[config.mk]
export PLATFORM = sky130hd
export DESIGN_NAME = cyclic_conversion_scheduler
export DESIGN_NICKNAME = d
export VERILOG_FILES = /design/src/design/cyclic_sched_pkg.sv /design/src/design/cyclic_conversion_scheduler.sv
export SDC_FILE = /design/constraint.sdc
export NUM_CORES = 1
export LEC_CHECK = 0
export BUFFER_PORTS_ARGS = -buffer_cell sky130_fd_sc_hd__buf_2
export CORE_UTILIZATION = 45
export CTS_BUF_LIST = sky130_fd_sc_hd__clkbuf_4
export DETAILED_ROUTE_END_ITERATION = 8
export REMOVE_ABC_BUFFERS = 1
export SLEW_MARGIN = 20
export SYNTH_ARGS = -nofsm -noshare
export SYNTH_HDL_FRONTEND = slang
export SYNTH_SLANG_ARGS = --single-unit
[constraint.sdc]
create_clock -name pclk -period 17.6 [get_ports pclk]
set_clock_uncertainty 0.15 [all_clocks]
set_input_delay 3.52 -clock pclk [delete_from_list [all_inputs] [get_ports pclk]]
set_output_delay 3.52 -clock pclk [all_outputs]
set_load 0.01 [all_outputs]
[src/design/cyclic_sched_pkg.sv]
package cyclic_sched_pkg;

    // ==========================================================
    // register map (byte addresses, one word each)
    // ==========================================================
    localparam logic [11:0] conv_ctrl_off   = 12'h000;
    localparam logic [11:0] sched_stat_off  = 12'h004;
    localparam logic [11:0] step_period_off = 12'h008;

    // ==========================================================
    // conversion control fields
    // ==========================================================
    localparam int run_en_bit     = 0;  // cyclic_run_enable
    localparam int cont_bit       = 1;  // back-to-back mode
    localparam int wb_bit         = 2;  // cycle result writeback
    localparam int filt_lsb       = 3;  // acquisition filter [5:3]
    localparam int filt_w         = 3;
    localparam int bal_tim_bit    = 6;  // balance_timer_auto_hold
    localparam int bal_hold_bit   = 7;  // balance_auto_hold
    localparam int period_lsb     = 8;  // period code [11:8]
    localparam int period_w       = 4;
    localparam int ctrl_w         = 12;
    localparam logic [11:0] ctrl_rst = 12'h000;

    // ==========================================================
    // status fields
    // ==========================================================
    localparam int stat_active_bit = 0;  // routine active flag
    localparam int stat_ovr_bit    = 1;  // override_latch, w1c
    localparam int stat_lock_bit   = 2;  // locked after override
    localparam int stat_cnt_lsb    = 8;  // cycle_counter [15:8]

    // ==========================================================
    // routine shape and timing
    // ==========================================================
    localparam int num_steps = 4;
    localparam int per_w     = 4;       // step_periodicity width
    localparam int cnt_w     = 8;       // cycle_counter width
    localparam int tmr_w     = 16;      // cycle_period_timer width
    localparam logic [15:0] per_rst = 16'h0000;
    localparam int clk_period_ns    = 40;
    localparam int step_base_ns     = 4000;
    localparam int step_base_cycles =
        (step_base_ns + clk_period_ns - 1) / clk_period_ns;
    localparam int period_unit_us   = 100;
    localparam int period_unit_cycles =
        (period_unit_us * 1000) / clk_period_ns;

    // scheduler states
    typedef enum logic [1:0] {
        st_off,
        st_active,
        st_idle,
        st_locked
    } sched_state_e;

endpackage

[src/design/cyclic_conversion_scheduler.sv]
`timescale 1ns/1ns
`default_nettype none

// Operation
// - run enable set starts cyclic routine
// - filter setting sets each step duration
// - writeback off: results only compared, discarded
// - writeback on: registers written each step that runs
// - period code programs cycle timer period
// - timer expiry: counter plus one, restart
// - step runs only if periodicity matches
// - counter frozen while timer counts in phases
// - enable rise: timer zeroed, counter kept
// - periodic disable waits for active end
// - continuous disable waits for pass end
// - active flag high only while steps run
// - overrun of period behaves back to back
// - mode bit picks periodic or continuous
// - continuous: restart and count per pass
// - mode bit ignored while disabled
// - enable sampled in idle or pass end
// - configuration sampled once per cycle, period code read live
// - override latch blocks restart, masks enable
module cyclic_conversion_scheduler (
    input  wire logic                                  pclk,
    input  wire logic                                  presetn,
    input  wire logic                                  psel,
    input  wire logic                                  penable,
    input  wire logic                                  pwrite,
    input  wire logic [11:0]                           paddr,
    input  wire logic [31:0]                           pwdata,
    output logic      [31:0]                           prdata,
    output logic                                       pready,
    output logic                                       pslverr,
    input  wire logic                                  override_req,
    output logic                                       routine_active,
    output logic      [1:0]                            step_index,
    output logic                                       step_done,
    output logic                                       compare_strobe,
    output logic                                       result_write,
    output logic      [cyclic_sched_pkg::filt_w-1:0]   step_filter,
    output logic                                       bal_timer_hold,
    output logic                                       bal_hold
);

    // ==========================================================
    // register file
    // ==========================================================
    logic [cyclic_sched_pkg::ctrl_w-1:0] ctrl_q;     // control word
    logic [15:0]                         per_q;      // periodicities
    logic                                ovr_q;      // override latch
    logic [31:0]                         prdata_q;   // read data
    logic                                slverr_q;   // unmapped flag
    logic                                setup;      // apb setup phase
    logic                                wr_acc;     // write accepted
    logic                                map_hit;    // address decodes

    cyclic_sched_pkg::sched_state_e state_q;        // scheduler state
    cyclic_sched_pkg::sched_state_e state_d;
    logic [cyclic_sched_pkg::cnt_w-1:0]  cnt_q;      // cycle_counter
    logic [cyclic_sched_pkg::tmr_w-1:0]  tmr_q;      // cycle_period_timer
    logic                                pend_q;     // expiry in active

    assign setup   = psel & ~penable;
    assign wr_acc  = psel & penable & pwrite;
    assign map_hit = (paddr == cyclic_sched_pkg::conv_ctrl_off)
                   | (paddr == cyclic_sched_pkg::sched_stat_off)
                   | (paddr == cyclic_sched_pkg::step_period_off);

    // zero wait state: read data is latched in the setup phase
    assign pready  = 1'b1;
    assign prdata  = prdata_q;
    assign pslverr = slverr_q;

    // read mux latched at setup so prdata comes from a flop
    always_ff @(posedge pclk or negedge presetn) begin
        if (!presetn) begin
            prdata_q <= 32'h0000_0000;
            slverr_q <= 1'b0;
        end else if (setup) begin
            slverr_q <= ~map_hit;
            prdata_q <= 32'h0000_0000;
            if (paddr == cyclic_sched_pkg::conv_ctrl_off) begin
                prdata_q <= {20'h0_0000, ctrl_q};
            end else if (paddr == cyclic_sched_pkg::sched_stat_off) begin
                prdata_q[cyclic_sched_pkg::stat_active_bit] <=
                    (state_q == cyclic_sched_pkg::st_active);
                prdata_q[cyclic_sched_pkg::stat_ovr_bit]    <= ovr_q;
                prdata_q[cyclic_sched_pkg::stat_lock_bit]   <=
                    (state_q == cyclic_sched_pkg::st_locked);
                prdata_q[cyclic_sched_pkg::stat_cnt_lsb +:
                         cyclic_sched_pkg::cnt_w] <= cnt_q;
            end else if (paddr == cyclic_sched_pkg::step_period_off) begin
                prdata_q <= {16'h0000, per_q};
            end
        end
    end

    // software writable words, taken in the access phase
    always_ff @(posedge pclk or negedge presetn) begin
        if (!presetn) begin
            ctrl_q <= cyclic_sched_pkg::ctrl_rst;
            per_q  <= cyclic_sched_pkg::per_rst;
        end else if (wr_acc) begin
            if (paddr == cyclic_sched_pkg::conv_ctrl_off) begin
                ctrl_q <= pwdata[cyclic_sched_pkg::ctrl_w-1:0];
            end
            if (paddr == cyclic_sched_pkg::step_period_off) begin
                per_q <= pwdata[15:0];
            end
        end
    end

    // ==========================================================
    // override latch
    // ==========================================================
    logic ovr_clr;  // write one to clear
    assign ovr_clr = wr_acc
                   & (paddr == cyclic_sched_pkg::sched_stat_off)
                   & pwdata[cyclic_sched_pkg::stat_ovr_bit];

    // a fault in the same cycle as the clear keeps the latch set
    always_ff @(posedge pclk or negedge presetn) begin
        if (!presetn) begin
            ovr_q <= 1'b0;
        end else if (override_req
                     && state_q == cyclic_sched_pkg::st_active) begin
            ovr_q <= 1'b1;
        end else if (ovr_clr) begin
            ovr_q <= 1'b0;
        end
    end

    // ==========================================================
    // sampled configuration
    // ==========================================================
    logic                                 run_en;    // live enable
    logic                                 sample;    // take snapshot
    logic                                 cont_s;    // mode snapshot
    logic                                 wb_s;      // writeback snap
    logic [cyclic_sched_pkg::filt_w-1:0]  filt_s;    // filter snap
    logic                                 bal_tim_s; // hold snapshots
    logic                                 bal_s;
    logic [15:0]                          per_s;     // periodicity snap

    assign run_en = ctrl_q[cyclic_sched_pkg::run_en_bit];

    // snapshot only at routine start, so edits mid-pass wait
    always_ff @(posedge pclk or negedge presetn) begin
        if (!presetn) begin
            cont_s    <= 1'b0;
            wb_s      <= 1'b0;
            filt_s    <= '0;
            bal_tim_s <= 1'b0;
            bal_s     <= 1'b0;
            per_s     <= cyclic_sched_pkg::per_rst;
        end else if (sample) begin
            cont_s    <= ctrl_q[cyclic_sched_pkg::cont_bit];
            wb_s      <= ctrl_q[cyclic_sched_pkg::wb_bit];
            filt_s    <= ctrl_q[cyclic_sched_pkg::filt_lsb +:
                                cyclic_sched_pkg::filt_w];
            bal_tim_s <= ctrl_q[cyclic_sched_pkg::bal_tim_bit];
            bal_s     <= ctrl_q[cyclic_sched_pkg::bal_hold_bit];
            per_s     <= per_q;
        end
    end

    // ==========================================================
    // cycle period timer
    // ==========================================================
    logic [cyclic_sched_pkg::period_w-1:0] pcode;    // period code
    logic [cyclic_sched_pkg::tmr_w-1:0]    plen;     // period in ticks
    logic                                  expiry;   // last tick
    logic                                  tmr_clr;  // fsm restart
    logic                                  tmr_run;  // timer counting

    assign pcode   = ctrl_q[cyclic_sched_pkg::period_lsb +:
                            cyclic_sched_pkg::period_w];
    // (code + 1) units; a wider code would need a wider timer
    assign plen    = 16'((16'(pcode) + 16'h0001)
                   * 16'(cyclic_sched_pkg::period_unit_cycles));
    assign tmr_run = ((state_q == cyclic_sched_pkg::st_active)
                   | (state_q == cyclic_sched_pkg::st_idle)) & ~cont_s;
    assign expiry  = tmr_run & (tmr_q == plen - 16'h0001);

    // continuous mode leaves the timer parked
    always_ff @(posedge pclk or negedge presetn) begin
        if (!presetn) begin
            tmr_q <= '0;
        end else if (tmr_clr || expiry) begin
            tmr_q <= '0;
        end else if (tmr_run) begin
            tmr_q <= tmr_q + 16'h0001;
        end
    end

    // ==========================================================
    // routine step engine
    // ==========================================================
    logic                         start;     // restart from step 0
    logic [1:0]                   idx_q;     // current step
    logic [15:0]                  scnt_q;    // ticks in this step
    logic [15:0]                  slen;      // step length
    logic                         srun;      // current step enabled
    logic                         send;      // current step over
    logic                         done;      // pass complete
    logic [cyclic_sched_pkg::per_w-1:0] cur_per;

    // a step runs when its periodicity divides the counter
    function automatic logic step_due(
        input logic [cyclic_sched_pkg::per_w-1:0] per,
        input logic [cyclic_sched_pkg::cnt_w-1:0] cnt
    );
        logic [cyclic_sched_pkg::cnt_w-1:0] wide;
        wide = {4'h0, per};
        return (per != '0) && ((cnt % wide) == '0);
    endfunction

    assign cur_per = per_s[idx_q * cyclic_sched_pkg::per_w +:
                           cyclic_sched_pkg::per_w];
    assign srun = step_due(cur_per, cnt_q);
    assign slen = 16'(cyclic_sched_pkg::step_base_cycles) << filt_s;
    // skipped steps cost one tick so the walk stays simple
    assign send = (state_q == cyclic_sched_pkg::st_active)
                & (~srun | (scnt_q == slen - 16'h0001));
    assign done = send & (idx_q == 2'(cyclic_sched_pkg::num_steps - 1));

    // walk the fixed step order
    always_ff @(posedge pclk or negedge presetn) begin
        if (!presetn) begin
            idx_q  <= 2'b00;
            scnt_q <= 16'h0000;
        end else if (start) begin
            idx_q  <= 2'b00;
            scnt_q <= 16'h0000;
        end else if (send) begin
            idx_q  <= idx_q + 2'b01;
            scnt_q <= 16'h0000;
        end else if (state_q == cyclic_sched_pkg::st_active) begin
            scnt_q <= scnt_q + 16'h0001;
        end
    end

    // ==========================================================
    // scheduler state machine
    // ==========================================================
    logic cnt_inc;   // advance cycle_counter
    logic cnt_clr;   // stop and reset counters

    always_comb begin
        state_d = state_q;
        start   = 1'b0;
        sample  = 1'b0;
        tmr_clr = 1'b0;
        cnt_inc = 1'b0;
        cnt_clr = 1'b0;
        case (state_q)
            // enable rise: counter kept, timer from zero
            cyclic_sched_pkg::st_off: begin
                if (run_en && !ovr_q) begin
                    state_d = cyclic_sched_pkg::st_active;
                    start   = 1'b1;
                    sample  = 1'b1;
                    tmr_clr = 1'b1;
                end
            end
            // enable only looked at when the pass is done: a pulse is a glitch
            cyclic_sched_pkg::st_active: begin
                if (done) begin
                    if (ovr_q) begin
                        state_d = cyclic_sched_pkg::st_locked;
                    end else if (cont_s || pend_q || expiry) begin
                        // back to back: continuous or overrun
                        if (!run_en) begin
                            state_d = cyclic_sched_pkg::st_off;
                            cnt_clr = 1'b1;
                            tmr_clr = 1'b1;
                        end else begin
                            cnt_inc = 1'b1;
                            start   = 1'b1;
                            sample  = 1'b1;
                            tmr_clr = 1'b1;
                        end
                    end else begin
                        state_d = cyclic_sched_pkg::st_idle;
                    end
                end
            end
            // enable watched every cycle of the idle phase
            cyclic_sched_pkg::st_idle: begin
                if (!run_en) begin
                    state_d = cyclic_sched_pkg::st_off;
                    cnt_clr = 1'b1;
                    tmr_clr = 1'b1;
                end else if (expiry) begin
                    state_d = cyclic_sched_pkg::st_active;
                    cnt_inc = 1'b1;
                    start   = 1'b1;
                    sample  = 1'b1;
                end
            end
            // held until software drops the enable
            cyclic_sched_pkg::st_locked: begin
                if (!run_en) begin
                    state_d = cyclic_sched_pkg::st_off;
                    cnt_clr = 1'b1;
                    tmr_clr = 1'b1;
                end
            end
            default: begin
                state_d = cyclic_sched_pkg::st_off;
            end
        endcase
    end

    // state register
    always_ff @(posedge pclk or negedge presetn) begin
        if (!presetn) begin
            state_q <= cyclic_sched_pkg::st_off;
        end else begin
            state_q <= state_d;
        end
    end

    // cycle counter: only moves at cycle boundaries
    always_ff @(posedge pclk or negedge presetn) begin
        if (!presetn) begin
            cnt_q <= '0;
        end else if (cnt_clr) begin
            cnt_q <= '0;
        end else if (cnt_inc) begin
            cnt_q <= cnt_q + 8'h01;
        end
    end

    // remembers a period that ran out before the pass finished
    always_ff @(posedge pclk or negedge presetn) begin
        if (!presetn) begin
            pend_q <= 1'b0;
        end else if (start || cnt_clr) begin
            pend_q <= 1'b0;
        end else if (expiry && state_q == cyclic_sched_pkg::st_active) begin
            pend_q <= 1'b1;
        end
    end

    // ==========================================================
    // outputs to the conversion path
    // ==========================================================
    logic step_done_q;  // step finished pulse
    logic wr_q;         // result writeback pulse

    // only steps that really ran produce results
    always_ff @(posedge pclk or negedge presetn) begin
        if (!presetn) begin
            step_done_q <= 1'b0;
            wr_q        <= 1'b0;
        end else begin
            step_done_q <= send & srun;
            wr_q        <= send & srun & wb_s;
        end
    end

    assign routine_active = (state_q == cyclic_sched_pkg::st_active);
    assign step_index     = idx_q;
    assign step_done      = step_done_q;
    assign compare_strobe = step_done_q;
    assign result_write   = wr_q;
    assign step_filter    = filt_s;
    assign bal_timer_hold = bal_tim_s;
    assign bal_hold       = bal_s;
endmodule

`default_nettype wire

==> run metrics, run 1 <==
status complete, no violations; min-delay worst type reg2reg; drt initial violations 467; CTS sink count 116; CP Data Arrival Time 16.57 ns; detailed-route via count 7252; Mapped Cells 996; vias per cell 5.52; # diodes 0; first-pass GRT wire length 34500 µm; Final TNS setup 0 ns; Final Hold Viols 0; ANT nets after route 0; Seq/Total Area, Yosys 32.2%; most frequent cells in the layout dfrtp_1 (116), nor2_1 (86), nand2_1 (81); Hold Path Depth 2; Top FF cell, synth dfrtp_1; clock latency on the worst-skew pair 0.56 ns; H-Tree Depth 4; R2R depth 59; count of warnings emitted by yosys 0; Chip Width 144 µm; share of cells above drive strength 1 17.4%; final instance area 9760 µm²; Nets 1158; Die Y 144 µm; vias in the first global route 6705; EDFF count, synth 0; hold path endpoint prdata[12]; Buffers on Ports 61; DRC violations left 0; CP startpoint step_index[0]; PwrDens 67.5 nW/µm²; slack of the critical path 1.34 ns; TritonCTS buffer count 17; max_slew headroom 42.1%; Crit-path slowest cell dfrtp_1; Avg Inst Size Synth 9.06 µm²; RSZ-0062 raised after global routing no; Die Footprint 20600 µm²; setup bufs post-CTS 0; CP endpoint kind flop; Starting Density 46.2%; worst-case clock buffer depth 2; clk root buf clkbuf_4; worst path required time 17.91 ns; DRT Wirelength 21200 µm; async set or reset register ratio after synthesis 100%; placer congestion estimate 0.845; Worst R2R End per_s[15]; area grow syn2layout 8.18%; Critical Path Fanout Max 21; most common cell after layout, fill and taps aside dfrtp_1; post-route clock period utilization 92.4%; fmax 61.5 MHz; Final Slew Violations 0; total core area 19500 µm²; Reg2Reg Setup Slack 1.34 ns; Hold Startpoint prdata[12]; Routed wire per std cell 16.1 µm; Ports 95; Pleak 4.40 nW; FF+latch count, synth 116; Setup CP Type reg2reg; final setup fails 0; Worst Setup Start Kind flop; worst r2r src step_index[0]; Unique masters post-synth 79; Reg clk slew, reported paths 0.12 ns; GRT Overall Usage 21.6%; pre-CTS setup slack 1.10 ns; std cell rows 51; maxcap violations 0; drt pass-1 iters 5; crit-path max cell delay 0.71 ns; synthesized area 9020 µm²; DP Area 9440 µm²; min Tclk post-route 16.26 ns; CTS tree yes; overflow left after global routing 0; largest net degree at the start of global routing 72; worst vdd ir 0.0000477 V; DP HPWL 15600 µm; worst slew pin tran 0.868 ns; antenna violations before repair 0
stage by stage:
step | hold slack, ns | power [mW] | instances | utilization, %
global route | 0.377 | 0.696 | 1313 | 50.0
global placement | 0.309 | 0.453 | 1281 | 48.3
finish | 0.335 | 0.659 | 1313 | 50.0
floorplan | 0.297 | 0.405 | 949 | -
CTS | 0.341 | 0.664 | 1313 | 49.9
detailed placement | 0.314 | 0.456 | 1281 | 48.4
Yosys cell counts (20+ instances only):
master / number / area (µm²)
dfrtp_1: 116 / 2900
nor2_1: 86 / 323
nand2_1: 81 / 304
ha_1: 68 / 851
a21oi_1: 62 / 310
o21ai_0: 57 / 285
inv_1: 44 / 165
xor2_1: 38 / 333
clkbuf_1: 34 / 128
mux2_2: 33 / 372
xnor2_1: 31 / 272
nand3_1: 30 / 150
nor3_1: 26 / 130
mux2_4: 20 / 300
cell type report:
class,instances,area [µm²]
clock inverter,15,170
multi-input combinational,789,5710
sequential,116,2900
fill,1904,9770
tap,265,332
inverter,44,165
clock buffer,17,128
timing repair buffer,67,353
power breakdown:
group	total [mW]	internal (mW)	switching [mW]
registers	0.304	0.280	0.0239
logic	0.147	0.0580	0.0887
clock network	0.209	0.0882	0.120
total	0.659	0.426	0.233
per-layer routing:
metal  GRT usage [%]  wire length [µm]  vias up
met3            3.60               617       22
met5               0                 0        -
li1                -                 -     3636
met4            6.33               274        0
met1            30.2             10500     3465
met2            34.0              9750      129
flip-flops by register name (all words and copies together), names as in the netlist:
register,cells
prdata,16
result_write,1
bal_timer_hold,1
scnt_q,16
step_index,2
ctrl_q,12
per_s,16
tmr_q,16
wb_s,1
pend_q,1
per_q,16
cnt_q,8
cont_s,1
pslverr,1
ovr_q,1
step_filter,3
bal_hold,1
compare_strobe,1
state_q,2
repair_timing:
action / 4_1_cts / 5_1_grt
gates resized for setup: 0 / 2
hold buffers: 0 / 0
setup endpoints to repair: 0 / 42
worst max-delay path: cells and delay by family (launching register included):
| kind | cells | cell delay (ns) |
|---|---|---|
| AO/OA/AOI/OAI | 26 | 6.06 |
| AND/OR/NAND/NOR | 18 | 4.59 |
| adder cells (fa/ha/maj) | 7 | 2.31 |
| multiplexers | 4 | 1.66 |
| flip-flops | 1 | 0.71 |
| buffers and inverters | 4 | 0.59 |
how the worst max path moves through the flow:
stage                      to  slack (ns)
floorplan              cont_s        2.49
global placement    per_s[14]        1.32
detailed placement  per_s[11]        1.10
CTS                 per_s[15]        1.07
global route        per_s[15]        0.13
finish              per_s[15]        1.34
logic make-up after synthesis:
logic type / Yosys count / synth area share, %
xor gates and xnor gates: 69 / 6.70
buffers and inverters: 106 / 5.55
adders and majority gates: 73 / 10.5
and+or+nand+nor: 325 / 17.8
muxes: 75 / 10.4
DFF: 116 / 32.2
other: 2 / 0.0833
AOI/OAI and AO/OA: 230 / 16.7
No activity file was read; power rests on OpenSTA's default activity.
==> run 2, diff against run 1 <==
Settings changed: CORE_MARGIN set to 3, RECOVER_POWER set to 100, SLEW_MARGIN 20 to 25.
==> run 2 against run 1 <==
Compared with the run above: the run now ends with capacitance limit, slew limit left; sequential cell count did not move; worst setup slack got worse by 0.050 ns; sequential power hardly changed; non-clock buffer count increased by 1; largest power group unchanged; highest routed layer unchanged.
==> run metrics, run 2 (synthesis results as in run 1) <==
Chip Width 148 µm; fillcell total 1911; RSZ-0062 raised after global routing no; ANT nets after route 0; CTS tree yes; worst vdd ir 0.0000531 V; Final Slew Violations 119; fmax 61.3 MHz; status finished with violations; DP HPWL 15900 µm; clk root buf clkbuf_4; total core area 19600 µm²; Die Y 148 µm; CP Data Arrival Time 16.61 ns; Multi-input gate area 5630 µm²; CP bufs+invs 5; Setup CP Type reg2reg; maxcap violations 2; Nets 1159; DRC violations left 0; failing checks capacitance limit, slew limit; PwrDens 68.5 nW/µm²; post-route clock period utilization 92.7%; detailed-route via count 7310; DRT Wirelength 21100 µm; min Tclk post-route 16.31 ns; Post-CTS Hold Buffers 0; area grow syn2layout 7.09%; grt met2 use 31.2%; crit-path leading delay family compound AO/OA/AOI/OAI gates; overflow left after global routing 0; CTS sink count 116; crit-path max cell delay 0.69 ns; met3 usage 3.28%; TritonCTS buffer count 17; share of cells above drive strength 1 12.5%; min-delay worst type reg2reg; worst path required time 17.90 ns; CP endpoint kind flop; drt pass-1 iters 4; setup bufs post-CTS 0; Worst Setup Start Kind flop; most frequent cells in the layout dfrtp_1 (116), nor2_1 (86), nand2_1 (81); Starting Density 46.0%; GR Util met1 28.1%; Final TNS setup 0 ns; Pleak 4.28 nW; Ports 95; clock latency on the worst-skew pair 0.56 ns; vias per cell 5.56; max_slew headroom -138%; placer congestion estimate 0.824; final setup fails 0; drt initial violations 395; most common cell after layout, fill and taps aside dfrtp_1; Final Hold Viols 0; Die Footprint 21800 µm²; Routed wire per std cell 16.0 µm; Seq. cell area 2900 µm²; global route hottest layer met2; std cell rows 51; DP Area 9440 µm²; largest net degree at the start of global routing 68; Crit-path slowest cell dfrtp_1; final instance area 9660 µm²; Reg clk slew, reported paths 0.12 ns; antenna violations before repair 1; H-Tree Depth 4; GRT Overall Usage 19.7%; vias in the first global route 6887; Critical Path Fanout Max 21; first-pass GRT wire length 35100 µm; worst-case clock buffer depth 2; Buffers on Ports 61; worst slew pin tran 3.57 ns
==> run 2: metal layers <==
metal  share of wire [%]  wire (µm)
met1                  49      10200
met5                   0          0
met2                  47       9820
met4                 1.3        284
met3                 3.6        752
==> run 2: worst paths after layout <==
check                                    from  cells after the start  slack, ns        endpoint
worst max-delay path            step_index[0]                     59       1.29        per_s[3]
worst min-delay path                prdata[2]                      2       0.35       prdata[2]
worst max register to register  step_index[0]                     59       1.29        per_s[3]
worst min register to register      prdata[2]                      2       0.35       prdata[2]
max in group asynchronous             presetn                      2       9.18  compare_strobe
min in group asynchronous             presetn                      1       3.68      prdata[13]
==> run 2: tightest hold or removal path, cell delays in order (launching register included) <==
cell and delay (ns):
dfrtp_1 0.37, nand2_1 0.05, o21ai_0 0.06
==> run 2: final cells by class <==
class | instances | area share [%]
multi-input cells | 789 | 58.3
flip-flops and latches | 116 | 30.1
well taps | 265 | 3.43
repair buffers | 68 | 3.24
clock inverters | 15 | 1.90
inverters | 44 | 1.71
clock buffers | 17 | 1.32
diodes | 1 | 0.0259
==> run 2: through the flow <==
step	setup slack (ns)	utilization, %	hold WS, ns	instances	power, mW
2_1_floorplan	2.49	-	0.297	949	0.405
3_3_place_gp	0.986	48.2	0.311	1281	0.453
3_5_place_dp	0.902	48.2	0.321	1281	0.455
4_1_cts	0.839	49.8	0.352	1313	0.670
5_1_grt	0.0689	49.3	0.373	1315	0.703
6_report	1.29	49.3	0.346	1315	0.662
==> run 2: power breakdown <==
group | switching [mW] | internal, mW | leakage, nW
sequential | 0.0225 | 0.280 | 1.58
combinational | 0.0891 | 0.0567 | 2.54
clock | 0.123 | 0.0908 | 0.163
==> run 2: repair_timing <==
action | in CTS | in global routing
endpoints found under the setup margin | 0 | 19
endpoints found under the hold margin | 0 | 0
resized for setup | 0 | 2
